[src/edp_pkg.sv]
// edp_pkg: constants, microcode word layout and types for the execution datapath
//
// Overview of operation
// - ALU op finishes in one machine cycle
// - separate address adder forms memory addresses
// - all data formats are two's complement
// - long operands pass as chained 16-bit slices
// - ALU results refresh the four condition bits
// - shifter takes 32 bits, gives 16 bits
// - arithmetic, logical, rotate right up to 31
// - shifter driven by microcode only
// - each step: 4-bit digit times 24 bits
// - sixteen by sixteen multiply takes four steps
// - 48-bit accumulator, low 24 hold multiplier
// - multiplicand comes from both source buses
// - add to top, shift right four, fill
// - nibble shifted to the bottom is next multiplier digit
// - register file is 24 words of 16
// - sixteen user registers, eight microcode-only registers
// - adjacent registers form 32/48-bit operands
// - user registers wrap fifteen to zero
// - bits: carry, positive, zero, negative
// - condition bits hold until next update
package edp_pkg;
   // widths and depths
   localparam int DW        = 16;
   localparam int RF_WORDS  = 24;
   localparam int RF_AW     = 5;
   localparam int SHF_IW    = 32;
   localparam int SHF_AW    = 5;
   localparam int ACC_W     = 48;
   localparam int MCAND_W   = 24;
   localparam int DIGIT_W   = 4;
   localparam int PP_W      = 28;
   // condition bit positions
   localparam int CC_C      = 0;
   localparam int CC_P      = 1;
   localparam int CC_Z      = 2;
   localparam int CC_N      = 3;
   localparam int CC_W      = 4;
   // microcode-only register bank sits above the user bank
   localparam logic [1:0]        MICRO_BANK = 2'h2;
   // multiply step counter
   localparam logic [2:0]        MUL_LAST   = 3'h3;
   localparam logic [2:0]        MUL_CNT_RST = 3'h0;
   // reset values
   localparam logic [CC_W-1:0]   CC_RST     = 4'h0;
   localparam logic [DW-1:0]     DW_RST     = 16'h0000;
   localparam logic [ACC_W-1:0]  ACC_RST    = 48'h000000000000;

   // action of one microcode word
   typedef enum logic [2:0] {K_NOP, K_ALU, K_ADDR, K_SHIFT, K_MLOAD, K_MSTEP} edp_kind_t;
   // alu operations
   typedef enum logic [3:0] {A_ADD, A_ADDC, A_SUB, A_SUBB, A_AND, A_OR, A_XOR, A_NOT,
                             A_PASS} edp_alu_op_t;
   // shifter modes
   typedef enum logic [1:0] {SH_LOG, SH_ARI, SH_ROT} edp_shf_mode_t;
   // r bus and s bus sources
   typedef enum logic [1:0] {RS_RF, RS_IMM, RS_ACCH, RS_ACCM} edp_rsrc_t;
   typedef enum logic [1:0] {SS_RF, SS_IMM, SS_ACCL, SS_ZERO} edp_ssrc_t;

   // decoded microcode word
   typedef struct packed {
      edp_kind_t         kind;
      edp_alu_op_t       alu_op;
      edp_shf_mode_t     shf_mode;
      logic [SHF_AW-1:0] shf_amt;
      logic              user_space;
      logic [RF_AW-1:0]  ra_base;
      logic [1:0]        ra_word;
      logic [RF_AW-1:0]  rb_base;
      logic [1:0]        rb_word;
      edp_rsrc_t         r_src;
      edp_ssrc_t         s_src;
      logic              wr_en;
      logic [RF_AW-1:0]  wd_base;
      logic [1:0]        wd_word;
   } edp_ucode_t;

   // status outputs
   typedef struct packed {
      logic overflow_output;
      logic privilege_fault_output;
      logic mul_done;
   } edp_stat_t;
   localparam edp_stat_t STAT_RST = '{default: 1'b0};
endpackage

[src/edp_shifter.sv]
// edp_shifter: 32-in, 16-out right barrel shifter
`timescale 1ns/1ps
module edp_shifter
   import edp_pkg::*;
(
   // operand and control
   input  wire logic [SHF_IW-1:0] din,
   input  wire logic [SHF_AW-1:0] amt,
   input  wire edp_shf_mode_t     mode,
   // result
   output logic [DW-1:0]          dout,
   output logic                   cout
);
   logic [2*SHF_IW-1:0] ext_w;   // fill word above the operand
   logic [2*SHF_IW-1:0] sh_w;    // shifted double word
   logic [SHF_IW-1:0]   fill_w;  // fill per mode

   // fill selects zero, sign or the operand itself for a rotate
   assign fill_w = (mode == SH_ROT) ? din :
                   (mode == SH_ARI) ? {SHF_IW{din[SHF_IW-1]}} : {SHF_IW{1'b0}};
   assign ext_w  = {fill_w, din};
   // only right shifts exist
   assign sh_w   = ext_w >> amt;
   assign dout   = sh_w[DW-1:0];
   // last bit out goes to carry; zero when not shifted
   assign cout   = (amt == '0) ? 1'b0 : din[amt - SHF_AW'(1)];
endmodule

[src/edp_datapath.sv]
// edp_datapath: alu, shifter, multiplier and register file of the execution unit
`timescale 1ns/1ps
module edp_datapath
   import edp_pkg::*;
(
   // clock and reset
   clk,
   sys_rst,
   // microcode word and immediate operand
   uc,
   imm_data,
   // results
   y_r,
   addr_r,
   cond_r,
   acc_r,
   stat_r
);
   // clock and reset
   input  wire logic            clk;
   input  wire logic            sys_rst;
   // microcode word and immediate operand
   input  wire edp_ucode_t      uc;
   input  wire logic [DW-1:0]   imm_data;
   // results
   output logic [DW-1:0]        y_r;
   output logic [DW-1:0]        addr_r;
   output logic [CC_W-1:0]      cond_r;
   output logic [ACC_W-1:0]     acc_r;
   output edp_stat_t            stat_r;

   // register file storage
   logic [DW-1:0]      rf_r [RF_WORDS];     // 24 words
   logic [RF_AW-1:0]   ra_idx;              // port a index
   logic [RF_AW-1:0]   rb_idx;              // port b index
   logic [RF_AW-1:0]   wd_idx;              // write index
   logic [DW-1:0]      rd_a;                // port a data
   logic [DW-1:0]      rd_b;                // port b data
   // operand buses
   logic [DW-1:0]      r_bus;               // r source bus
   logic [DW-1:0]      s_bus;               // s source bus
   // decode
   logic               is_alu;              // alu op
   logic               is_addr;             // address op
   logic               is_shf;              // shift op
   logic               is_mload;            // multiplier load
   logic               is_mstep;            // multiply step
   logic               res_kind;            // op yields a y result
   logic               priv_bad;            // user word names a microcode register
   logic               wr_ok;               // write-back allowed
   // alu
   logic               sub_w;               // subtract family
   logic               chain_w;             // continues a multi-word op
   logic               cin_w;               // adder carry in
   logic [DW-1:0]      bop_w;               // adder second operand
   logic [DW:0]        add_w;               // adder with carry out
   logic               add_ovf;             // signed overflow
   logic [DW-1:0]      alu_res;             // alu result
   logic               alu_c;               // alu carry flag
   logic               alu_arith;           // arithmetic family
   logic [DW-1:0]      addr_sum;            // address adder
   // shifter
   logic [DW-1:0]      sh_out;              // shifter result
   logic               sh_c;                // last bit shifted out
   // multiplier
   logic [MCAND_W-1:0] mcand;               // 24-bit multiplicand
   logic [DIGIT_W-1:0] digit;               // current multiplier digit
   logic [PP_W-1:0]    pp;                  // partial product
   logic [PP_W-1:0]    psum;                // top of accumulator plus product
   logic [ACC_W-1:0]   acc_step;            // accumulator after one step
   logic [2:0]         mul_cnt_r;           // steps since load
   logic [2:0]         mul_cnt_nxt;
   // next values
   logic [DW-1:0]      y_nxt;
   logic [DW-1:0]      addr_nxt;
   logic [CC_W-1:0]    cond_nxt;
   logic [ACC_W-1:0]   acc_nxt;
   edp_stat_t          stat_nxt;

   // index of one word of a multi-word operand; user bank wraps in 16, the
   // microcode bank wraps in its own eight words
   function automatic logic [RF_AW-1:0] rf_index(input logic [RF_AW-1:0] base,
                                                  input logic [1:0]       word);
      logic [3:0] u;
      logic [2:0] m;
      u = base[3:0] + {2'b00, word};
      m = base[2:0] + {1'b0, word};
      if (base[RF_AW-1]) begin
         return {MICRO_BANK, m};
      end
      return {1'b0, u};
   endfunction

   // condition bits from a result; chained slices keep zero only if all were zero
   function automatic logic [CC_W-1:0] mk_cc(input logic [DW-1:0]   res,
                                             input logic            c,
                                             input logic            chain,
                                             input logic [CC_W-1:0] prev);
      logic [CC_W-1:0] f;
      logic            z;
      z       = (res == '0) && (!chain || prev[CC_Z]);
      f       = '0;
      f[CC_C] = c;
      f[CC_N] = res[DW-1];
      f[CC_Z] = z;
      f[CC_P] = !res[DW-1] && !z;
      return f;
   endfunction

   // register indices: the operand names its most significant word
   assign ra_idx = rf_index(uc.ra_base, uc.ra_word);
   assign rb_idx = rf_index(uc.rb_base, uc.rb_word);
   assign wd_idx = rf_index(uc.wd_base, uc.wd_word);
   // two independent read ports
   assign rd_a   = rf_r[ra_idx];
   assign rd_b   = rf_r[rb_idx];

   // op decode
   assign is_alu   = (uc.kind == K_ALU);
   assign is_addr  = (uc.kind == K_ADDR);
   assign is_shf   = (uc.kind == K_SHIFT);
   assign is_mload = (uc.kind == K_MLOAD);
   assign is_mstep = (uc.kind == K_MSTEP);
   assign res_kind = is_alu || is_addr || is_shf;
   // user words write only the lower sixteen registers; reading a higher one from the register file still passes but raises the fault
   assign priv_bad = uc.user_space &&
                     (((uc.r_src == RS_RF) && uc.ra_base[RF_AW-1]) ||
                      ((uc.s_src == SS_RF) && uc.rb_base[RF_AW-1]) ||
                      (uc.wr_en && uc.wd_base[RF_AW-1]));
   assign wr_ok    = uc.wr_en && res_kind && !priv_bad;

   // source bus selection
   assign r_bus = (uc.r_src == RS_RF)   ? rd_a :
                  (uc.r_src == RS_IMM)  ? imm_data :
                  (uc.r_src == RS_ACCH) ? acc_r[ACC_W-1 -: DW] : acc_r[ACC_W-DW-1 -: DW];
   assign s_bus = (uc.s_src == SS_RF)   ? rd_b :
                  (uc.s_src == SS_IMM)  ? imm_data :
                  (uc.s_src == SS_ACCL) ? acc_r[DW-1:0] : DW_RST;

   // two's complement adder; subtract adds the inverse so carry means no borrow
   assign sub_w   = (uc.alu_op == A_SUB) || (uc.alu_op == A_SUBB);
   assign chain_w = (uc.alu_op == A_ADDC) || (uc.alu_op == A_SUBB);
   assign cin_w   = chain_w ? cond_r[CC_C] : sub_w;
   assign bop_w   = sub_w ? ~s_bus : s_bus;
   assign add_w   = {1'b0, r_bus} + {1'b0, bop_w} + {{DW{1'b0}}, cin_w};
   assign add_ovf = (r_bus[DW-1] == bop_w[DW-1]) && (add_w[DW-1] != r_bus[DW-1]);
   // address adder used for operand addresses
   assign addr_sum = r_bus + s_bus;

   // alu function select, one machine cycle
   always_comb begin
      alu_res   = r_bus;
      alu_c     = 1'b0;
      alu_arith = 1'b0;
      unique case (uc.alu_op)
         A_ADD, A_ADDC, A_SUB, A_SUBB: begin
            alu_res   = add_w[DW-1:0];
            alu_c     = add_w[DW];
            alu_arith = 1'b1;
         end
         A_AND:   alu_res = r_bus & s_bus;
         A_OR:    alu_res = r_bus | s_bus;
         A_XOR:   alu_res = r_bus ^ s_bus;
         A_NOT:   alu_res = ~r_bus;
         A_PASS:  alu_res = r_bus;
         // unused op codes pass r unchanged
         default: alu_res = r_bus;
      endcase
   end

   // shifter sees r as the upper half and s as the lower half
   edp_shifter u_shf (
      .din  ({r_bus, s_bus}),
      .amt  (uc.shf_amt),
      .mode (uc.shf_mode),
      .dout (sh_out),
      .cout (sh_c)
   );

   // multiply step: digit from accumulator bottom, multiplicand from both buses
   assign mcand    = {s_bus[MCAND_W-DW-1:0], r_bus};
   assign digit    = acc_r[DIGIT_W-1:0];
   assign pp       = {{MCAND_W{1'b0}}, digit} * {{DIGIT_W{1'b0}}, mcand};
   assign psum     = {{DIGIT_W{1'b0}}, acc_r[ACC_W-1 -: MCAND_W]} + pp;
   assign acc_step = {psum, acc_r[MCAND_W-1:DIGIT_W]};
   // load puts the multiplier in the low 24 bits and clears the rest
   assign acc_nxt  = is_mload ? {{(ACC_W-MCAND_W){1'b0}}, mcand} :
                     is_mstep ? acc_step : acc_r;
   // step counter saturates after the last step
   assign mul_cnt_nxt = is_mload ? MUL_CNT_RST :
                        (is_mstep && mul_cnt_r <= MUL_LAST) ? mul_cnt_r + 3'h1 : mul_cnt_r;

   // result, address and condition selection
   assign y_nxt    = is_alu ? alu_res : is_shf ? sh_out : is_addr ? addr_sum : y_r;
   assign addr_nxt = is_addr ? addr_sum : addr_r;
   assign cond_nxt = is_alu ? mk_cc(alu_res, alu_c, chain_w, cond_r) :
                     is_shf ? mk_cc(sh_out, sh_c, 1'b0, cond_r) : cond_r;
   // status: overflow per arithmetic op, fault and done as pulses
   assign stat_nxt.overflow_output        = (is_alu && alu_arith) ? add_ovf :
                                            stat_r.overflow_output;
   assign stat_nxt.privilege_fault_output = priv_bad;
   assign stat_nxt.mul_done               = is_mstep && (mul_cnt_r == MUL_LAST);

   // register file write port, one process per word
   genvar gi;
   generate
      for (gi = 0; gi < RF_WORDS; gi++) begin : g_rf
         always_ff @(posedge clk) begin
            if (sys_rst) begin
               rf_r[gi] <= DW_RST;
            end else if (wr_ok && (wd_idx == RF_AW'(gi))) begin
               rf_r[gi] <= y_nxt;
            end
         end
      end
   endgenerate

   // result and status registers
   always_ff @(posedge clk) begin
      if (sys_rst) begin
         y_r    <= DW_RST;
         addr_r <= DW_RST;
         cond_r <= CC_RST;
         stat_r <= STAT_RST;
      end else begin
         y_r    <= y_nxt;
         addr_r <= addr_nxt;
         cond_r <= cond_nxt;
         stat_r <= stat_nxt;
      end
   end

   // multiplier registers
   always_ff @(posedge clk) begin
      if (sys_rst) begin
         acc_r     <= ACC_RST;
         mul_cnt_r <= MUL_CNT_RST;
      end else begin
         acc_r     <= acc_nxt;
         mul_cnt_r <= mul_cnt_nxt;
      end
   end
endmodule

[config.mk]
export PLATFORM = sky130hd
export DESIGN_NAME = edp_datapath
export DESIGN_NICKNAME = d
export VERILOG_FILES = /design/src/edp_pkg.sv /design/src/edp_shifter.sv /design/src/edp_datapath.sv
export SDC_FILE = /design/constraint.sdc
export NUM_CORES = 2
export LEC_CHECK = 0
export BUFFER_PORTS_ARGS = -buffer_cell sky130_fd_sc_hd__clkbuf_2
export CAP_MARGIN = 20
export CORE_MARGIN = 2
export CORE_UTILIZATION = 62
export CTS_BUF_LIST = sky130_fd_sc_hd__clkbuf_4 sky130_fd_sc_hd__clkbuf_8
export CTS_CLUSTER_DIAMETER = 30
export DETAILED_ROUTE_END_ITERATION = 16
export HOLD_SLACK_MARGIN = 0.08
export PLACE_DENSITY = 0.8
export SLEW_MARGIN = 30
export SYNTH_ARGS = -nofsm -noshare
export SYNTH_HDL_FRONTEND = slang
export SYNTH_SLANG_ARGS = --single-unit
[constraint.sdc]
create_clock -name clk -period 21.5 [get_ports clk]
set_input_delay 4.3 -clock clk [delete_from_list [all_inputs] [get_ports clk]]
set_output_delay 4.3 -clock clk [all_outputs]
set_load 0.03 [all_outputs]
# Word-level counts from Yosys, hierarchy flattened

Memory sizes are Yosys's and may differ from the RTL's.
Index checks and enable logic that the tools add are counted.

Bits in registers: 90
RAM bits: 384
Bits of input ports: 59
Output and inout port bits: 87
Logic and storage cells: 290
Memories: 1

Memory list:

| name | depth | width | rd ports | clocked after Yosys merged registers in | wr ports | RTL line           | text |
|---|---|---|---|---|---|---|---|
| rf_r | 24    | 16    | 2        | 0                                       | 24       | edp_datapath.sv:33 | `logic [DW-1:0] rf_r [RF_WORDS];` |

$add $sub $neg: 12
$mul: 1
Order comparisons: 2
Equality and inequality tests: 44
Shift operators: 1
Multiplexer cells: 130
Bitwise logic cells: 29
Reduce and logical (&&, ||, !) cells: 61

Operators with widths:

| operator                                                        | count |
|---|---|
| 16-bit two-way mux                                              | 34 |
| 1-bit two-way mux                                               | 82 |
| 16-bit one-hot mux with 5 select lines                          | 1 |
| 32-bit two-way mux                                              | 2 |
| 64-bit by 5-bit >> shifter with 16-bit output                   | 1 |
| 24-bit two-way mux                                              | 2 |
| 5-bit by 4-bit == test with 1-bit output, second input constant | 8 |
| 5-bit == test, second input constant                            | 8 |
| 1-bit logical AND                                               | 37 |
| 16-bit zero test                                                | 2 |
| 16-bit NOT                                                      | 2 |
| 5-bit two-way mux                                               | 6 |
| 24-bit by 28-bit adder with 28-bit output                       | 1 |
| 4-bit by 24-bit multiplier with 28-bit output                   | 1 |
| 1-bit OR                                                        | 24 |
| 5-bit by 3-bit == test with 1-bit output, second input constant | 4 |
| 16-bit by 16-bit adder with 17-bit output                       | 1 |
| 17-bit by 1-bit adder with 17-bit output                        | 1 |
| 16-bit adder                                                    | 1 |
| 16-bit bitwise AND                                              | 1 |
| 4-bit by 3-bit == test with 1-bit output, second input constant | 4 |
| 16-bit OR                                                       | 1 |
| 16-bit bitwise XOR                                              | 1 |
| 4-bit by 2-bit adder with 4-bit output                          | 3 |
| other kinds (26)                                                | 52 |

# Longest topological paths before layout

An unclocked memory read counts as a cell.

Depth in word-level cells: 15
Mapped depth: 30
Mapped depth without buffers: 27

# Hierarchy

A second synthesis with hierarchy kept.

Cell total of the unflattened synthesis: 3151
Area, all modules: 33254.4 um^2

By module, submodules not included:

| module       | times used | cells an instance | area each (um^2) |
|---|---|---|---|
| edp_datapath | 1          | 2904              | 30947.2 |
| edp_shifter  | 1          | 247               | 2307.2 |

# Least setup slack after synthesis

No wires, ideal clock.

Path type: input to register
Start point: in uc[19] in the netlist's numbering
End point: reg acc_r[47]
Arrival time: 10.686 ns
Setup slack: 10.686 ns
Stages on the path: 29
Path through: ha_1 fa_1 buf_2 buf_2 buf_1 mux4_2 a2111oi_0 o31ai_1 buf_2 and2_1 fa_1 fa_1 inv_1 fa_1 inv_1 ha_1 a21o_1 a21oi_1 nor2b_1 nor2_1 o21ai_0 a31o_2 a21oi_1 a31oi_1 a31oi_1 o21ai_0 xor2_1 a22oi_1 nor2_1

Word-level cells in the longest chain between the ends: 7

RTL lines:

| element                                         | RTL line            | text |
|---|---|---|
| from (decl)                                     | edp_datapath.sv:23  | `input wire edp_ucode_t uc;` |
| 3-bit by 2-bit adder with 3-bit output          | edp_datapath.sv:87  | `m = base[2:0] + {1'b0, word};` |
| 5-bit two-way mux                               | edp_datapath.sv:88  | `if (base[RF_AW-1]) begin` |
| 5-bit two-way mux *                             | edp_datapath.sv:91  | `return {1'b0, u};` |
| memory read 24 x 16 bit *                       | -                   |  |
| 16-bit two-way mux *                            | edp_datapath.sv:133 | `assign r_bus = (uc.r_src == RS_RF) ? rd_a :` |
| 4-bit by 24-bit multiplier with 28-bit output * | edp_datapath.sv:183 | `assign pp = {{MCAND_W{1'b0}}, digit} * {{DIGIT_W{1'b0}}, mcand};` |
| 24-bit by 28-bit adder with 28-bit output *     | edp_datapath.sv:184 | `assign psum = {{DIGIT_W{1'b0}}, acc_r[ACC_W-1 -: MCAND_W]} + pp;` |
| to (signal assigned)                            | edp_datapath.sv:239 | `acc_r <= acc_nxt;` |
| to (decl)                                       | edp_datapath.sv:29  | `output logic [ACC_W-1:0] acc_r;` |

Mark *: on every way between the ends. The rest lies on a longest branch, timed or not. The select of a mux whose other input is x is not followed.
A chain may end at the register's enable or synchronous reset.

# Worst setup path after layout

Start point: in uc[19] in the netlist's numbering
End point: reg acc_r[44]

The elaborated chain is that of the path after synthesis.

==> run summary <==
Via density - 7.205
Initial Utilization - 0.6251
Antenna Nets Post-Route - 0
Final period util - 0.5651
CP Capture Type - flip-flop
Max Fclk - 82.31 MHz
Layout area overhead - 10.53%
Synth Net Count - 3,408
Clock Skews - 0.06639 ns
Post-synth top cells - 425 x nor2_1, 384 x edfxtp_1, 259 x nand2_1
clk sink count - 474
Inserted Clock Buffers - 98
Yosys top cell area share - 0.3442
clock buffer depth - 3
R2R setup slack - 14.68 ns
chip width - 236.5 µm
mean post-synth cell area - 10.52 µm²
total congestion overflow - 0
sequential power share - 0.370
Psw - 0.0009522 W
setup ws final - 9.350 ns
Post-Route Setup TNS - 0 ns
IO Count - 146
Synth async-reset ratio - 0
Yosys cell types - 96
routed wire length - 126,700 µm
drt drc - 0
startpoint types - input port
Iter 0 DRT Violations - 4,576
clock transition at the registers of the reported paths - 0.05 ns
Final setup viols - 0
Total GRT Usage - 0.4499
Total Die Area - 0.05592 mm²
Place WS - 8.984 ns
crit path max fanout - 42
Critical Path AT - 12.73 ns
largest net degree at the start of global routing - 98
nets - 3,484
worst slew pin tran - 1.130 ns
Hold-fix buffers, CTS - 0
Min Clock Period, post-route - 12.15 ns
Cells after DPL - 3,855
first-pass iteration count of the detailed router - 8
Root Buffer Master - clkbuf_8
Synth area leader - edfxtp_1
Worst slew margin - 0.2449
max_cap viols - 0
Req. time, crit path - 22.08 ns
RSZ-0062 raised after global routing - false
antenna violations before repair - 7
share of cells above drive strength 1 - 0.2058
port buffer count - 145
clock insertion delay at the later pin of the skew report - 0.76 ns
vias in the first global route - 28,010
global-route wire length before repair - 184,200 µm
clock power share - 0.378
# resized after CTS - 0
GP Congestion - 1.002
WL/cell - 31.36 µm
VDD IR max - 0.00008064 V
CP Class - input port to flip-flop
die height - 236.5 µm
status - finished clean
Post-Layout Cell Count - 4,041
pwr/cell area - 76.51 mW/mm²
Comb pwr share - 0.252
Placement Rows - 85
post-synthesis sequential area ratio - 0.3979
Hold Slack - 0.4564 ns
leakage power - 14.25 nW
Mapped Area - 0.03350 mm²
ys flop type - edfxtp_1
sw frac - 0.3361
Synth area leaders - edfxtp_1 34%, mux4_2 12%, dfxtp_1 5.4%
post-synthesis register bit count - 474
CTS tree - done
H-tree levels - 3
final total power - 0.002833 W
cell-internal power - 0.001881 W
Fin. Hold Viols - 0
post-DP HPWL - 88,800 µm
number of synthesized flops with an enable pin - 384
core footprint - 0.05360 mm²
Synth Warn # - 0
count leader, synth - nor2_1
Hold WC Path Type - flip-flop to flip-flop
post-CTS setup buffers - 0
routed via count - 29,120
synthesized instance count - 3,186
Final Max Slew Viols - 0
## power by group through the flow
stage | Sequential, W | Combinational (W) | Clock [W]
2_1_floorplan | 0.00107 | 0.000442 | 0
3_3_place_gp | 0.00106 | 0.000672 | 0
3_5_place_dp | 0.00106 | 0.000679 | 0
4_1_cts | 0.00105 | 0.000683 | 0.00106
5_1_grt | 0.00105 | 0.000738 | 0.00111
6_report | 0.00105 | 0.000715 | 0.00107
## cell families after synthesis
kind of cell,after synthesis,synth area share
flip-flops,474,0.3979
XOR/XNOR,67,0.01774
buffers and inverters,442,0.05714
AND/OR/NAND/NOR,1133,0.1573
AO/OA/AOI/OAI,602,0.1242
multiplexers,305,0.1685
adder cells (fa/ha/maj),163,0.07723
## layout by cell type (no fill, tap or decap), types with 90 or more instances in the layout
cell	synthesis	layout
and2_1	99	99
mux4_2	185	185
dfxtp_1	90	90
edfxtp_1	384	384
a21oi_1	149	149
nand2_1	259	258
nor2_1	425	424
inv_1	185	184
clkbuf_2	0	144
clkbuf_8	0	101
## routing by layer
| layer | routed length (µm) | up-vias | share of wire | GRT usage |
|---|---|---|---|---|
| met1 | 43150 | 14050 | 0.34 | 0.5844 |
| li1 | - | 11890 | - | - |
| met2 | 55390 | 2607 | 0.44 | 0.6660 |
| met5 | 56 | - | 0.00044 | 0 |
| met4 | 10390 | 8 | 0.082 | 0.3138 |
| met3 | 17760 | 562 | 0.14 | 0.1149 |
## registers in the layout, summed over array words and instances (netlist names)
name / cells
acc_r: 48
addr_r: 16
rf_r: 384
mul_cnt_r: 3
cond_r: 4
stat_r: 3
y_r: 16
## worst max-delay path: stages
cell	delay, ns
clkbuf_2	0.10
ha_4	0.17
fa_4	1.30
buf_4	0.71
mux4_2	0.48
and3_1	0.21
a211oi_1	0.78
nor3_1	0.15
buf_4	0.26
and2_1	0.20
fa_1	0.39
fa_1	0.52
inv_1	0.05
fa_1	0.47
inv_1	0.04
ha_1	0.33
a21o_1	0.19
a21oi_1	0.29
nor3b_1	0.22
o211ai_1	0.14
a31oi_1	0.38
o21ai_0	0.25
a21o_1	0.24
a21oi_1	0.19
xnor2_1	0.08
a21oi_1	0.14
nor2_1	0.05
## final cells by class
class	count	area (µm²)
Tap cell	696	870.8
Sequential cell	474	13330
Clock buffer	122	1548
Fill cell	3957	16570
Clock inverter	59	661.9
Antenna cell	2	5.005
Multi-Input combinational cell	2270	18510
Timing Repair Buffer	225	1383
Inverter	193	726.9
## stage by stage
| step | utilization | cell area, µm² |
|---|---|---|
| after floorplan | - | 33500 |
| after global placement | 0.6474 | 34700 |
| after detailed placement | 0.6481 | 34740 |
| after CTS | 0.6893 | 36950 |
| after global routing | 0.6909 | 37030 |
| final | 0.6909 | 37030 |
## path summary, 6_finish.rpt
check | from | endpoint | cells past startpoint
worst min-delay path | addr_r[4] | addr_r[4] | 2
worst min register to register | addr_r[4] | addr_r[4] | 2
worst max-delay path | uc[19] | acc_r[44] | 27
worst max register to register | rf_r[16][1] | rf_r[5][13] | 20
(Power assumes the default switching activity.)
